[config.mk]
export PLATFORM = sky130hd
export DESIGN_NAME = hmsr_top
export DESIGN_NICKNAME = d
export VERILOG_FILES = /design/src/logic/hmsr_top.v
export VERILOG_INCLUDE_DIRS = /design/src /design/src/include
export SDC_FILE = /design/constraint.sdc
export NUM_CORES = 1
export LEC_CHECK = 0
export ABC_CLOCK_PERIOD_IN_PS = 2950
export BUFFER_PORTS_ARGS = -buffer_cell sky130_fd_sc_hd__buf_2
export CAP_MARGIN = 25
export CORE_UTILIZATION = 57
export CTS_CLUSTER_SIZE = 30
export DETAILED_ROUTE_END_ITERATION = 12
export GPL_ROUTABILITY_DRIVEN = 0
export PLACE_DENSITY = 0.77
export RECOVER_POWER = 50
export SYNTH_ARGS = -nofsm -noshare
export SYNTH_HDL_FRONTEND = slang
export SYNTH_SLANG_ARGS = --single-unit
[constraint.sdc]
create_clock -name clk -period 2.95 [get_ports clk]
set_input_delay 0.4425 -clock clk [delete_from_list [all_inputs] [get_ports clk]]
set_output_delay 0.4425 -clock clk [all_outputs]
set_load 0.05 [all_outputs]
[src/include/hmsr_regs.vh]
// Register offsets, field positions, reset values and timing counts of the monitor register bank
`ifndef HMSR_REGS_VH
`define HMSR_REGS_VH
`define HMSR_ADDR_DAC 8'h19
`define HMSR_ADDR_VMEM_LO 8'h20
`define HMSR_ADDR_VMEM_HI 8'h3F
`define HMSR_ADDR_CTRL 8'h40
`define HMSR_ADDR_FLAGS_A 8'h41
`define HMSR_ADDR_FLAGS_B 8'h42
`define HMSR_ADDR_MASK_A 8'h43
`define HMSR_ADDR_MASK_B 8'h44
`define HMSR_ADDR_INTR_CLR 8'h46
`define HMSR_ADDR_FANDIV 8'h47
`define HMSR_ADDR_SLAVE 8'h48
`define HMSR_ADDR_ID4 8'h49
`define HMSR_ADDR_TCFG 8'h4B
`define HMSR_ADDR_EXT_A 8'h4C
`define HMSR_ADDR_EXT_B 8'h4D
`define HMSR_RST_CTRL 8'h08
`define HMSR_RST_FLAGS 8'h00
`define HMSR_RST_MASK 8'h00
`define HMSR_RST_INTR_CLR 8'h00
`define HMSR_RST_FANDIV_HI 4'h5
`define HMSR_RST_SLAVE_HI 5'h0B
`define HMSR_RST_ID4_HI 7'h40
`define HMSR_RST_TCFG 8'h01
`define HMSR_RST_EXT_A 8'h44
`define HMSR_RST_EXT_B 8'h00
`define HMSR_RST_DAC 8'hFF
`define HMSR_CTRL_START 0
`define HMSR_CTRL_ALERT_EN 1
`define HMSR_CTRL_ALERT_CLR 3
`define HMSR_CTRL_RST_PULSE 4
`define HMSR_CTRL_INIT 7
`define HMSR_INTR_CLR_BIT 7
`define HMSR_CLK_MHZ 250
`define HMSR_TIMEOUT_MS 35
`define HMSR_PULSE_MS 20
`define HMSR_SLOT_MS 44
`define HMSR_TIMEOUT_CYC (`HMSR_TIMEOUT_MS * 1000 * `HMSR_CLK_MHZ)
`define HMSR_PULSE_CYC (`HMSR_PULSE_MS * 1000 * `HMSR_CLK_MHZ)
`define HMSR_SLOT_CYC (`HMSR_SLOT_MS * 1000 * `HMSR_CLK_MHZ)
`define HMSR_NUM_SLOTS 9
`endif

[src/logic/hmsr_top.v]
// Two-wire slave, register bank and control of the hardware monitor
`timescale 1ns/1ps
`include "hmsr_regs.vh"

// Summary of operation
// - Slave only; never drives the serial clock or starts a transfer.
// - Read with no pointer byte returns the register at the held pointer.
// - Slave address defaults 01011 plus pins; low two bits always follow pins.
// - Clock or data low beyond 35 ms returns the serial logic to idle.
// - Serial clock only steps the interface; monitor runs on internal clock.
// - Power-up loads listed defaults, control register to 08h.
// - Value memory is never reset by power-up or soft soft_init_bit.
// - Reset pin low at least 50 ns returns registers to defaults.
// - Control bit 7 reinitializes listed registers, not the slave address, intrusion clear or DAC.
// - Soft init bit clears itself after the soft_init_bit.
// - At power-up converter stopped and alert clear set.
// - Control bit 0 low halts monitoring; high starts it.
// - Control bit 1 high enables the alert output.
// - Control bit 3 forces alert inactive and pauses monitoring.
// - Control bit 4 drives a 20 ms low pulse on the reset pin.
// - Intrusion clear bit drives a 20 ms low pulse on the intrusion pin.
// - Start bit high with alert clear low begins the measurement loop.
// - Loop order: temp, core2, 12V, 5V, 3.3V, core1, 2.5V, fan1, fan2.
// - DAC output updates at the stop of the DAC write; powers up all ones.
module hmsr_top #(
	parameter [31:0] TIMEOUT_CYC = `HMSR_TIMEOUT_CYC,
	parameter [31:0] PULSE_CYC = `HMSR_PULSE_CYC,
	parameter [31:0] SLOT_CYC = `HMSR_SLOT_CYC
) (
	input wire clk,
	input wire rst_b,
	input wire scl_in,
	input wire sda_in,
	output wire sda_out,
	output reg sda_oe,
	input wire slave_addr_pin_low,
	input wire slave_addr_pin_high,
	input wire [3:0] id_pins_low,
	input wire id_pin_fifth,
	input wire reset_pin_in,
	output wire reset_pin_out,
	output wire reset_pin_oe,
	input wire intrusion_pin,
	output wire intrusion_pin_out,
	output wire intrusion_pin_oe,
	input wire [7:0] event_set_a,
	input wire [7:0] event_set_b,
	input wire [7:0] meas_result,
	output wire alert_b,
	output reg [7:0] analog_level_output,
	output reg monitor_run,
	output reg [3:0] meas_slot,
	output reg meas_strobe
);

// ----------------------------------------
// Input synchronisers
// ----------------------------------------
reg [1:0] scl_s_q;
reg [1:0] sda_s_q;
reg [1:0] pin_s_q;
reg [4:0] id_s_q0;
reg [4:0] id_s_q1;
reg scl_d1_q;
reg sda_d1_q;

always @(posedge clk or negedge rst_b) begin
	if (!rst_b) begin
		scl_s_q <= 2'h3;
		sda_s_q <= 2'h3;
		pin_s_q <= 2'h0;
		id_s_q0 <= 5'h00;
		id_s_q1 <= 5'h00;
		scl_d1_q <= 1'b1;
		sda_d1_q <= 1'b1;
	end else begin
		scl_s_q <= {scl_s_q[0], scl_in};
		sda_s_q <= {sda_s_q[0], sda_in};
		pin_s_q <= {pin_s_q[0], slave_addr_pin_high};
		id_s_q0 <= {id_pin_fifth, id_pins_low};
		id_s_q1 <= id_s_q0;
		scl_d1_q <= scl_s_q[1];
		sda_d1_q <= sda_s_q[1];
	end
end

reg [1:0] pin_lo_s_q;
always @(posedge clk or negedge rst_b) begin
	if (!rst_b) begin
		pin_lo_s_q <= 2'h0;
	end else begin
		pin_lo_s_q <= {pin_lo_s_q[0], slave_addr_pin_low};
	end
end

wire scl = scl_s_q[1];
wire sda = sda_s_q[1];
wire [1:0] addr_pins = {pin_s_q[1], pin_lo_s_q[1]};
wire scl_rise = scl & ~scl_d1_q;
wire scl_fall = ~scl & scl_d1_q;
wire start_cond = scl & scl_d1_q & ~sda & sda_d1_q;
wire stop_cond = scl & scl_d1_q & sda & ~sda_d1_q;

// ----------------------------------------
// Bus timeout
// ----------------------------------------
reg [31:0] low_cnt_q;
wire timeout = (low_cnt_q >= TIMEOUT_CYC);

always @(posedge clk or negedge rst_b) begin
	if (!rst_b) begin
		low_cnt_q <= 32'h0;
	end else if (scl & sda) begin
		low_cnt_q <= 32'h0;
	end else if (!timeout) begin
		low_cnt_q <= low_cnt_q + 32'h1;
	end
end

// ----------------------------------------
// Serial slave
// ----------------------------------------
localparam [2:0] ST_IDLE = 3'h0;
localparam [2:0] ST_ADDR = 3'h1;
localparam [2:0] ST_ACK = 3'h2;
localparam [2:0] ST_WR = 3'h3;
localparam [2:0] ST_RD = 3'h4;
localparam [2:0] ST_RACK = 3'h5;

reg [2:0] st_q;
reg [7:0] sh_q;
reg [3:0] bit_q;
reg rw_q;
reg ptr_phase_q;
reg [7:0] ptr_q;
reg wr_pulse_q;
reg [7:0] wr_data_q;
reg [7:0] tx_q;
reg sda_low_q;
reg dac_pend_q;
reg [7:0] slave_hi_q;
wire [7:0] rd_data;
wire [6:0] my_addr = {slave_hi_q[6:2], addr_pins};

assign sda_out = 1'b0;

// Drive low only on acknowledge or a zero data bit; clock is never driven
always @* begin
	sda_oe = sda_low_q;
end

always @(posedge clk or negedge rst_b) begin
	if (!rst_b) begin
		st_q <= ST_IDLE;
		sh_q <= 8'h00;
		bit_q <= 4'h0;
		rw_q <= 1'b0;
		ptr_phase_q <= 1'b0;
		ptr_q <= 8'h00;
		wr_pulse_q <= 1'b0;
		wr_data_q <= 8'h00;
		tx_q <= 8'h00;
		sda_low_q <= 1'b0;
	end else begin
		wr_pulse_q <= 1'b0;
		if (timeout || stop_cond) begin
			st_q <= ST_IDLE;
			sda_low_q <= 1'b0;
		end else if (start_cond) begin
			st_q <= ST_ADDR;
			bit_q <= 4'h0;
			sda_low_q <= 1'b0;
		end else begin
			case (st_q)
			ST_ADDR, ST_WR: begin
				if (scl_rise) begin
					sh_q <= {sh_q[6:0], sda};
					bit_q <= bit_q + 4'h1;
				end
				if (scl_fall && bit_q == 4'h8) begin
					bit_q <= 4'h0;
					if (st_q == ST_ADDR) begin
						rw_q <= sh_q[0];
						ptr_phase_q <= ~sh_q[0];
						sda_low_q <= (sh_q[7:1] == my_addr);
						tx_q <= rd_data;
						st_q <= (sh_q[7:1] == my_addr) ? ST_ACK : ST_IDLE;
					end else begin
						sda_low_q <= 1'b1;
						st_q <= ST_ACK;
						if (ptr_phase_q) begin
							ptr_q <= sh_q;
							ptr_phase_q <= 1'b0;
						end else begin
							wr_pulse_q <= 1'b1;
							wr_data_q <= sh_q;
						end
					end
				end
			end
			ST_ACK: begin
				if (scl_fall) begin
					if (rw_q) begin
						st_q <= ST_RD;
						sda_low_q <= ~tx_q[7];
						tx_q <= {tx_q[6:0], 1'b0};
						bit_q <= 4'h1;
					end else begin
						st_q <= ST_WR;
						sda_low_q <= 1'b0;
					end
				end
			end
			ST_RD: begin
				if (scl_fall) begin
					if (bit_q == 4'h8) begin
						sda_low_q <= 1'b0;
						st_q <= ST_RACK;
					end else begin
						sda_low_q <= ~tx_q[7];
						tx_q <= {tx_q[6:0], 1'b0};
						bit_q <= bit_q + 4'h1;
					end
				end
			end
			ST_RACK: begin
				// Host NACK ends the read; pointer is not advanced
				if (scl_rise) begin
					st_q <= sda ? ST_IDLE : ST_RACK;
				end
				if (scl_fall) begin
					tx_q <= {rd_data[6:0], 1'b0};
					sda_low_q <= ~rd_data[7];
					bit_q <= 4'h1;
					st_q <= ST_RD;
				end
			end
			default: begin
				st_q <= ST_IDLE;
			end
			endcase
		end
	end
end

// ----------------------------------------
// Register bank
// ----------------------------------------
reg [7:0] ctrl_q;
reg [7:0] flags_a_q;
reg [7:0] flags_b_q;
reg [7:0] mask_a_q;
reg [7:0] mask_b_q;
reg [7:0] intr_clr_q;
reg [3:0] fandiv_q;
reg [7:0] tcfg_q;
reg [7:0] ext_a_q;
reg [7:0] ext_b_q;
reg [7:0] dac_q;
reg [7:0] vmem_q [0:31];
reg [31:0] rpulse_cnt_q;
reg [31:0] ipulse_cnt_q;
wire soft_init = ctrl_q[`HMSR_CTRL_INIT];
wire wr_ctrl = wr_pulse_q && ptr_q == `HMSR_ADDR_CTRL;
wire wr_slot = meas_strobe;

// Reset pin input resets, in addition to power-on rst_b
reg [1:0] rpin_s_q;
reg [1:0] own_drv_q;
always @(posedge clk or negedge rst_b) begin
	if (!rst_b) begin
		rpin_s_q <= 2'h3;
		own_drv_q <= 2'h0;
	end else begin
		rpin_s_q <= {rpin_s_q[0], reset_pin_in};
		own_drv_q <= {own_drv_q[0], reset_pin_oe};
	end
end
// Own pulse echoes through the synchroniser; ignore the pin until it clears
wire pin_rst = ~rpin_s_q[1] && !reset_pin_oe && own_drv_q == 2'h0;

always @(posedge clk or negedge rst_b) begin
	if (!rst_b) begin
		ctrl_q <= `HMSR_RST_CTRL;
		flags_a_q <= `HMSR_RST_FLAGS;
		flags_b_q <= `HMSR_RST_FLAGS;
		mask_a_q <= `HMSR_RST_MASK;
		mask_b_q <= `HMSR_RST_MASK;
		intr_clr_q <= `HMSR_RST_INTR_CLR;
		fandiv_q <= `HMSR_RST_FANDIV_HI;
		tcfg_q <= `HMSR_RST_TCFG;
		ext_a_q <= `HMSR_RST_EXT_A;
		ext_b_q <= `HMSR_RST_EXT_B;
		slave_hi_q <= {1'b0, `HMSR_RST_SLAVE_HI, 2'h0};
		dac_q <= `HMSR_RST_DAC;
	end else if (pin_rst || soft_init) begin
		ctrl_q <= `HMSR_RST_CTRL;
		// Event in the same cycle as an init survives
		flags_a_q <= `HMSR_RST_FLAGS | event_set_a;
		flags_b_q <= `HMSR_RST_FLAGS | event_set_b;
		mask_a_q <= `HMSR_RST_MASK;
		mask_b_q <= `HMSR_RST_MASK;
		fandiv_q <= `HMSR_RST_FANDIV_HI;
		tcfg_q <= `HMSR_RST_TCFG;
		ext_a_q <= `HMSR_RST_EXT_A;
		ext_b_q <= `HMSR_RST_EXT_B;
		if (pin_rst) begin
			slave_hi_q <= {1'b0, `HMSR_RST_SLAVE_HI, 2'h0};
			intr_clr_q <= `HMSR_RST_INTR_CLR;
			dac_q <= `HMSR_RST_DAC;
		end
	end else begin
		// Hardware set wins over any same-cycle clear
		flags_a_q <= flags_a_q | event_set_a;
		flags_b_q <= flags_b_q | event_set_b;
		if (ctrl_q[`HMSR_CTRL_RST_PULSE] && rpulse_cnt_q == 32'h1) begin
			ctrl_q[`HMSR_CTRL_RST_PULSE] <= 1'b0;
		end
		if (intr_clr_q[`HMSR_INTR_CLR_BIT] && ipulse_cnt_q == 32'h1) begin
			intr_clr_q[`HMSR_INTR_CLR_BIT] <= 1'b0;
		end
		if (wr_pulse_q) begin
			if (ptr_q == `HMSR_ADDR_CTRL) begin
				ctrl_q <= wr_data_q;
			end else if (ptr_q == `HMSR_ADDR_MASK_A) begin
				mask_a_q <= wr_data_q;
			end else if (ptr_q == `HMSR_ADDR_MASK_B) begin
				mask_b_q <= wr_data_q;
			end else if (ptr_q == `HMSR_ADDR_INTR_CLR) begin
				intr_clr_q <= wr_data_q;
			end else if (ptr_q == `HMSR_ADDR_FANDIV) begin
				fandiv_q <= wr_data_q[7:4];
			end else if (ptr_q == `HMSR_ADDR_SLAVE) begin
				slave_hi_q <= {1'b0, wr_data_q[6:2], 2'h0};
			end else if (ptr_q == `HMSR_ADDR_TCFG) begin
				tcfg_q <= wr_data_q;
			end else if (ptr_q == `HMSR_ADDR_EXT_A) begin
				ext_a_q <= wr_data_q;
			end else if (ptr_q == `HMSR_ADDR_EXT_B) begin
				ext_b_q <= wr_data_q;
			end else if (ptr_q == `HMSR_ADDR_DAC) begin
				dac_q <= wr_data_q;
			end
		end
	end
end

// Value memory has no reset so contents survive every soft_init_bit
always @(posedge clk) begin
	if (wr_pulse_q && ptr_q >= `HMSR_ADDR_VMEM_LO && ptr_q <= `HMSR_ADDR_VMEM_HI) begin
		vmem_q[ptr_q[4:0]] <= wr_data_q;
	end else if (wr_slot) begin
		vmem_q[{1'b0, meas_slot}] <= meas_result;
	end
end

assign rd_data =
	(ptr_q == `HMSR_ADDR_CTRL) ? ctrl_q :
	(ptr_q == `HMSR_ADDR_FLAGS_A) ? flags_a_q :
	(ptr_q == `HMSR_ADDR_FLAGS_B) ? flags_b_q :
	(ptr_q == `HMSR_ADDR_MASK_A) ? mask_a_q :
	(ptr_q == `HMSR_ADDR_MASK_B) ? mask_b_q :
	(ptr_q == `HMSR_ADDR_INTR_CLR) ? intr_clr_q :
	(ptr_q == `HMSR_ADDR_FANDIV) ? {fandiv_q, id_s_q1[3:0]} :
	(ptr_q == `HMSR_ADDR_SLAVE) ? {1'b0, slave_hi_q[6:2], addr_pins} :
	(ptr_q == `HMSR_ADDR_ID4) ? {`HMSR_RST_ID4_HI, id_s_q1[4]} :
	(ptr_q == `HMSR_ADDR_TCFG) ? tcfg_q :
	(ptr_q == `HMSR_ADDR_EXT_A) ? ext_a_q :
	(ptr_q == `HMSR_ADDR_EXT_B) ? ext_b_q :
	(ptr_q == `HMSR_ADDR_DAC) ? dac_q :
	(ptr_q >= `HMSR_ADDR_VMEM_LO && ptr_q <= `HMSR_ADDR_VMEM_HI) ? vmem_q[ptr_q[4:0]] :
	8'h00;

// ----------------------------------------
// DAC update at stop
// ----------------------------------------
always @(posedge clk or negedge rst_b) begin
	if (!rst_b) begin
		dac_pend_q <= 1'b0;
		analog_level_output <= `HMSR_RST_DAC;
	end else begin
		if (wr_pulse_q && ptr_q == `HMSR_ADDR_DAC) begin
			dac_pend_q <= 1'b1;
		end else if (stop_cond || timeout) begin
			dac_pend_q <= 1'b0;
		end
		if (stop_cond && dac_pend_q) begin
			analog_level_output <= dac_q;
		end else if (pin_rst) begin
			analog_level_output <= `HMSR_RST_DAC;
		end
	end
end

// ----------------------------------------
// Pulse outputs
// ----------------------------------------
always @(posedge clk or negedge rst_b) begin
	if (!rst_b) begin
		rpulse_cnt_q <= 32'h0;
		ipulse_cnt_q <= 32'h0;
	end else begin
		if (wr_ctrl && wr_data_q[`HMSR_CTRL_RST_PULSE] && rpulse_cnt_q == 32'h0) begin
			rpulse_cnt_q <= PULSE_CYC;
		end else if (rpulse_cnt_q != 32'h0) begin
			rpulse_cnt_q <= rpulse_cnt_q - 32'h1;
		end
		if (wr_pulse_q && ptr_q == `HMSR_ADDR_INTR_CLR && wr_data_q[`HMSR_INTR_CLR_BIT] &&
			ipulse_cnt_q == 32'h0) begin
			ipulse_cnt_q <= PULSE_CYC;
		end else if (ipulse_cnt_q != 32'h0) begin
			ipulse_cnt_q <= ipulse_cnt_q - 32'h1;
		end
	end
end

assign reset_pin_out = 1'b0;
assign reset_pin_oe = (rpulse_cnt_q != 32'h0);
assign intrusion_pin_out = 1'b0;
assign intrusion_pin_oe = (ipulse_cnt_q != 32'h0);

// ----------------------------------------
// Alert and monitoring loop
// ----------------------------------------
wire alert_any = |(flags_a_q & ~mask_a_q) | |(flags_b_q & ~mask_b_q);
assign alert_b = ~(alert_any & ctrl_q[`HMSR_CTRL_ALERT_EN] &
	~ctrl_q[`HMSR_CTRL_ALERT_CLR]);

reg [31:0] slot_cnt_q;
// Slot order equals value memory order, so slot index is the address
always @(posedge clk or negedge rst_b) begin
	if (!rst_b) begin
		monitor_run <= 1'b0;
		meas_slot <= 4'h0;
		meas_strobe <= 1'b0;
		slot_cnt_q <= 32'h0;
	end else begin
		monitor_run <= ctrl_q[`HMSR_CTRL_START] & ~ctrl_q[`HMSR_CTRL_ALERT_CLR];
		meas_strobe <= 1'b0;
		if (!monitor_run) begin
			slot_cnt_q <= 32'h0;
		end else if (slot_cnt_q >= SLOT_CYC - 32'h1) begin
			slot_cnt_q <= 32'h0;
			meas_strobe <= 1'b1;
			meas_slot <= (meas_slot == `HMSR_NUM_SLOTS - 1) ? 4'h0 : meas_slot + 4'h1;
		end else begin
			slot_cnt_q <= slot_cnt_q + 32'h1;
		end
	end
end

endmodule // hmsr_top

==> metrics <==
Distinct cells, synth 87; Synth top area share a little under a third; CTS Buffer Depth 3; Total GRT Usage approximately 30%; maximum achievable frequency 0.338 GHz; die area around 44,000 µm²; Routed WL per cell 22.7 µm; utilization after layout slightly below 70%; outcome finished with violations; critical path's largest stage delay between 0.5 and 0.6 ns; global route overflow 0; vias in the first global route 17,800; vias post-DR 17,900; Async S/R FF share, synth 53.9%; Ant. Diodes 0; Die W 210 µm; Worst-path clk slew 0.06 ns; Critical Path AT 3.44 ns; clk_skew between 0.02 and 0.025 ns; final setup violation count 1; Final Critical Period between 2 and 3 ns; CTS H-tree lvls 2; CP max FO 6; I/O pin total 58; HP Class in2reg; global-route wire length before repair roughly 100,000 µm; Non-Filler Instances between 2,000 and 3,000; #FFs+latches synth 555; Most common cell on crit path mux4_2; max_slew headroom -32.1%; top_reg_cell synth dfrtp_1; final setup margin -0.00808 ns; WP data required 3.44 ns; PwrDens between 500 and 600 nW/µm²; final hold vios 0; Lkg Pwr between 10 and 15 nW; YS warnings 0; CP Cell Sequence buf_16, buf_12, buf_6, mux4_2, mux4_2, a31oi_1, buf_4, o211ai_1, nand4_1, o311a_1, o21ai_1; Core Region 42,400 µm²; Final Cell Area 29,200 µm²; Final Power between 15 and 20 mW; synthesized instance count 2,008; Peak VDD IR around 0.56 mV; CP endpoint kind flip-flop; Synth area leaders edfxtp_1, dfrtp_1, mux4_2; largest net degree at the start of global routing 76; HPWL Detailed 41,900 µm; post-synthesis sequential area ratio 61.5%; clock insertion delay at the later pin of the skew report between 0.6 and 0.7 ns; nets 2,291; Cell Area, Placed 26,700 µm²; Worst-Margin Slew a little under 2 ns; startpoint types flip-flop; Area Overhead vs Synth 18.1%; syn avg cell area 12.3 µm²; initial antenna violation count 1; kind of critical path reg2reg; post-route clock period utilization 100%; slowest cell on the critical path dfrtp_4; DR vias/cell 6.26; dpl cells 2,702; CTS Sinks 555; setup TNS -0.00808 ns; dominant cell type by area after synthesis edfxtp_1; Post-Syn Area 24,700 µm²; drt drc 0; drt pass-1 iters 7; Site Rows 75; WL final 65,000 µm; Layout fillers 2,868; RSZ-0062 raised after global routing yes; port bufs 53; CTS root buf clkbuf_16; TritonCTS clock tree yes; die height between 200 and 250 µm; final-report max-slew violation count 75; CTS buffer count 55; Max-cap violations 1; drt first-iter violations 2,625; share of layout cells above drive strength 1 22.5%; Routed Antenna Nets 0; EDFF count, synth 256; failing checks capacitance limit, slew limit, setup timing; Starting Density 58.3%
stage by stage:
step | setup slack, ns | hold WS (ns)
final | -0.00808 | 0.0217
after global placement | -0.0480 | 0.334
after detailed placement | 0.00319 | 0.335
after floorplan | 0.156 | 0.147
after CTS | 0.000747 | 0.00525
after global routing | -0.0309 | 0.0118
layout by cell type (no fill, tap or decap), types with 35 or more instances in the layout:
cell       instances
a21oi_1           90
buf_4            166
clkbuf_16         57
dfrtp_1          262
edfxtp_1         256
inv_1             49
mux2_2            47
mux2i_1           35
mux4_2            67
nand2_1          201
nand3_1           54
nor2_1           220
nor3_1            47
o21ai_0           80
xnor2_1           37
xor2_1            54
final cells by class:
class	instances	area, µm²	area share [%]
clock buffer	75	1490	5.11
clock inverter	26	223	0.763
sequential	555	15200	52.1
inverter	50	191	0.656
tap	577	722	2.47
timing repair buffer	263	2080	7.12
multi-input combinational	1315	9270	31.7
sequential cells by signal, indices dropped and copies added (netlist names), 32 cells and up:
name          cells
ipulse_cnt_q     32
low_cnt_q        32
rpulse_cnt_q     32
slot_cnt_q       32
vmem_q          256
cells in the mapped netlist (all sizes together), types with 6 or more instances:
| library cell | instances |
|---|---|
| dfrtp | 266 |
| edfxtp | 256 |
| nor2 | 223 |
| nand2 | 204 |
| a21oi | 91 |
| o21ai | 88 |
| clkbuf | 69 |
| mux4 | 67 |
| nand3 | 59 |
| xor2 | 54 |
| nor3 | 53 |
| inv | 49 |
| mux2 | 47 |
| xnor2 | 37 |
| mux2i | 36 |
| dfstp | 33 |
| buf | 29 |
| nor4 | 23 |
| nand4 | 21 |
| or3 | 20 |
| o211ai | 19 |
| a21o | 17 |
| and3 | 17 |
| a221oi | 16 |
| and2 | 14 |
| ha | 14 |
| a31oi | 13 |
| nor2b | 12 |
| nand2b | 11 |
| or4 | 11 |
| a211oi | 10 |
| o31ai | 10 |
| a22oi | 8 |
| o22ai | 8 |
| or2 | 8 |
| nor3b | 7 |
| a41oi | 6 |
| and4 | 6 |
| nand3b | 6 |
path summary, 6_finish.rpt:
kind | start | end | slack [ns] | cells past startpoint
min in group asynchronous | rst_b | slot_cnt_q[2] | 0.93 | 2
worst min-delay path | event_set_b[6] | flags_b_q[6] | 0.02 | 2
worst max register to register | ptr_q[0] | tx_q[2] | -0.008 | 11
max in group asynchronous | rst_b | ipulse_cnt_q[23] | 0.37 | 3
worst min register to register | rpin_s_q[0] | rpin_s_q[1] | 0.35 | 0
worst max-delay path | ptr_q[0] | tx_q[2] | -0.008 | 11
worst max-delay path: cells and delay by family (launching register included):
family	cells	cell delay [ns]
AO/OA/AOI/OAI	4	0.59
buffers and inverters	4	0.58
flip-flops	1	0.57
multiplexers	2	0.93
AND/OR/NAND/NOR	1	0.15
kinds of logic (layout without fill, tap and decap cells):
logic type | count (synthesis) | in the layout | synth area share (%)
compound gates | 338 | 338 | 8.77
buf+inv | 148 | 414 | 2.39
flops | 555 | 555 | 61.5
simple gates | 711 | 711 | 13.7
fa+ha+maj | 14 | 14 | 0.708
other cells | 1 | 11 | 0.0152
mux | 150 | 150 | 9.70
xor+xnor | 91 | 91 | 3.22
report_power, final:
| group | internal, mW | switching, mW |
|---|---|---|
| combinational | 0.250 | 0.407 |
| clock | 3.80 | 2.92 |
| sequential | 8.20 | 0.205 |
| total | 12.3 | 3.54 |
repair_timing:
item	4_1_cts	5_1_grt
resized for setup	30	41
setup endpoints to repair	9	36
endpoints found under the hold margin	85	0
gates cloned	0	2
buffers inserted	5	29
hold buffers	22	0
pin swaps	7	23
layer usage:
metal  part of all wire, %  up-vias  global-route usage (%)
met3                   9.0      247                    4.83
met4                   4.7        0                    13.1
met5                     0        -                       0
met2                    48     1008                    48.0
li1                      -     7839                       -
met1                    38     8825                    39.1
Note: power is estimated with default switching activity, not from simulation.
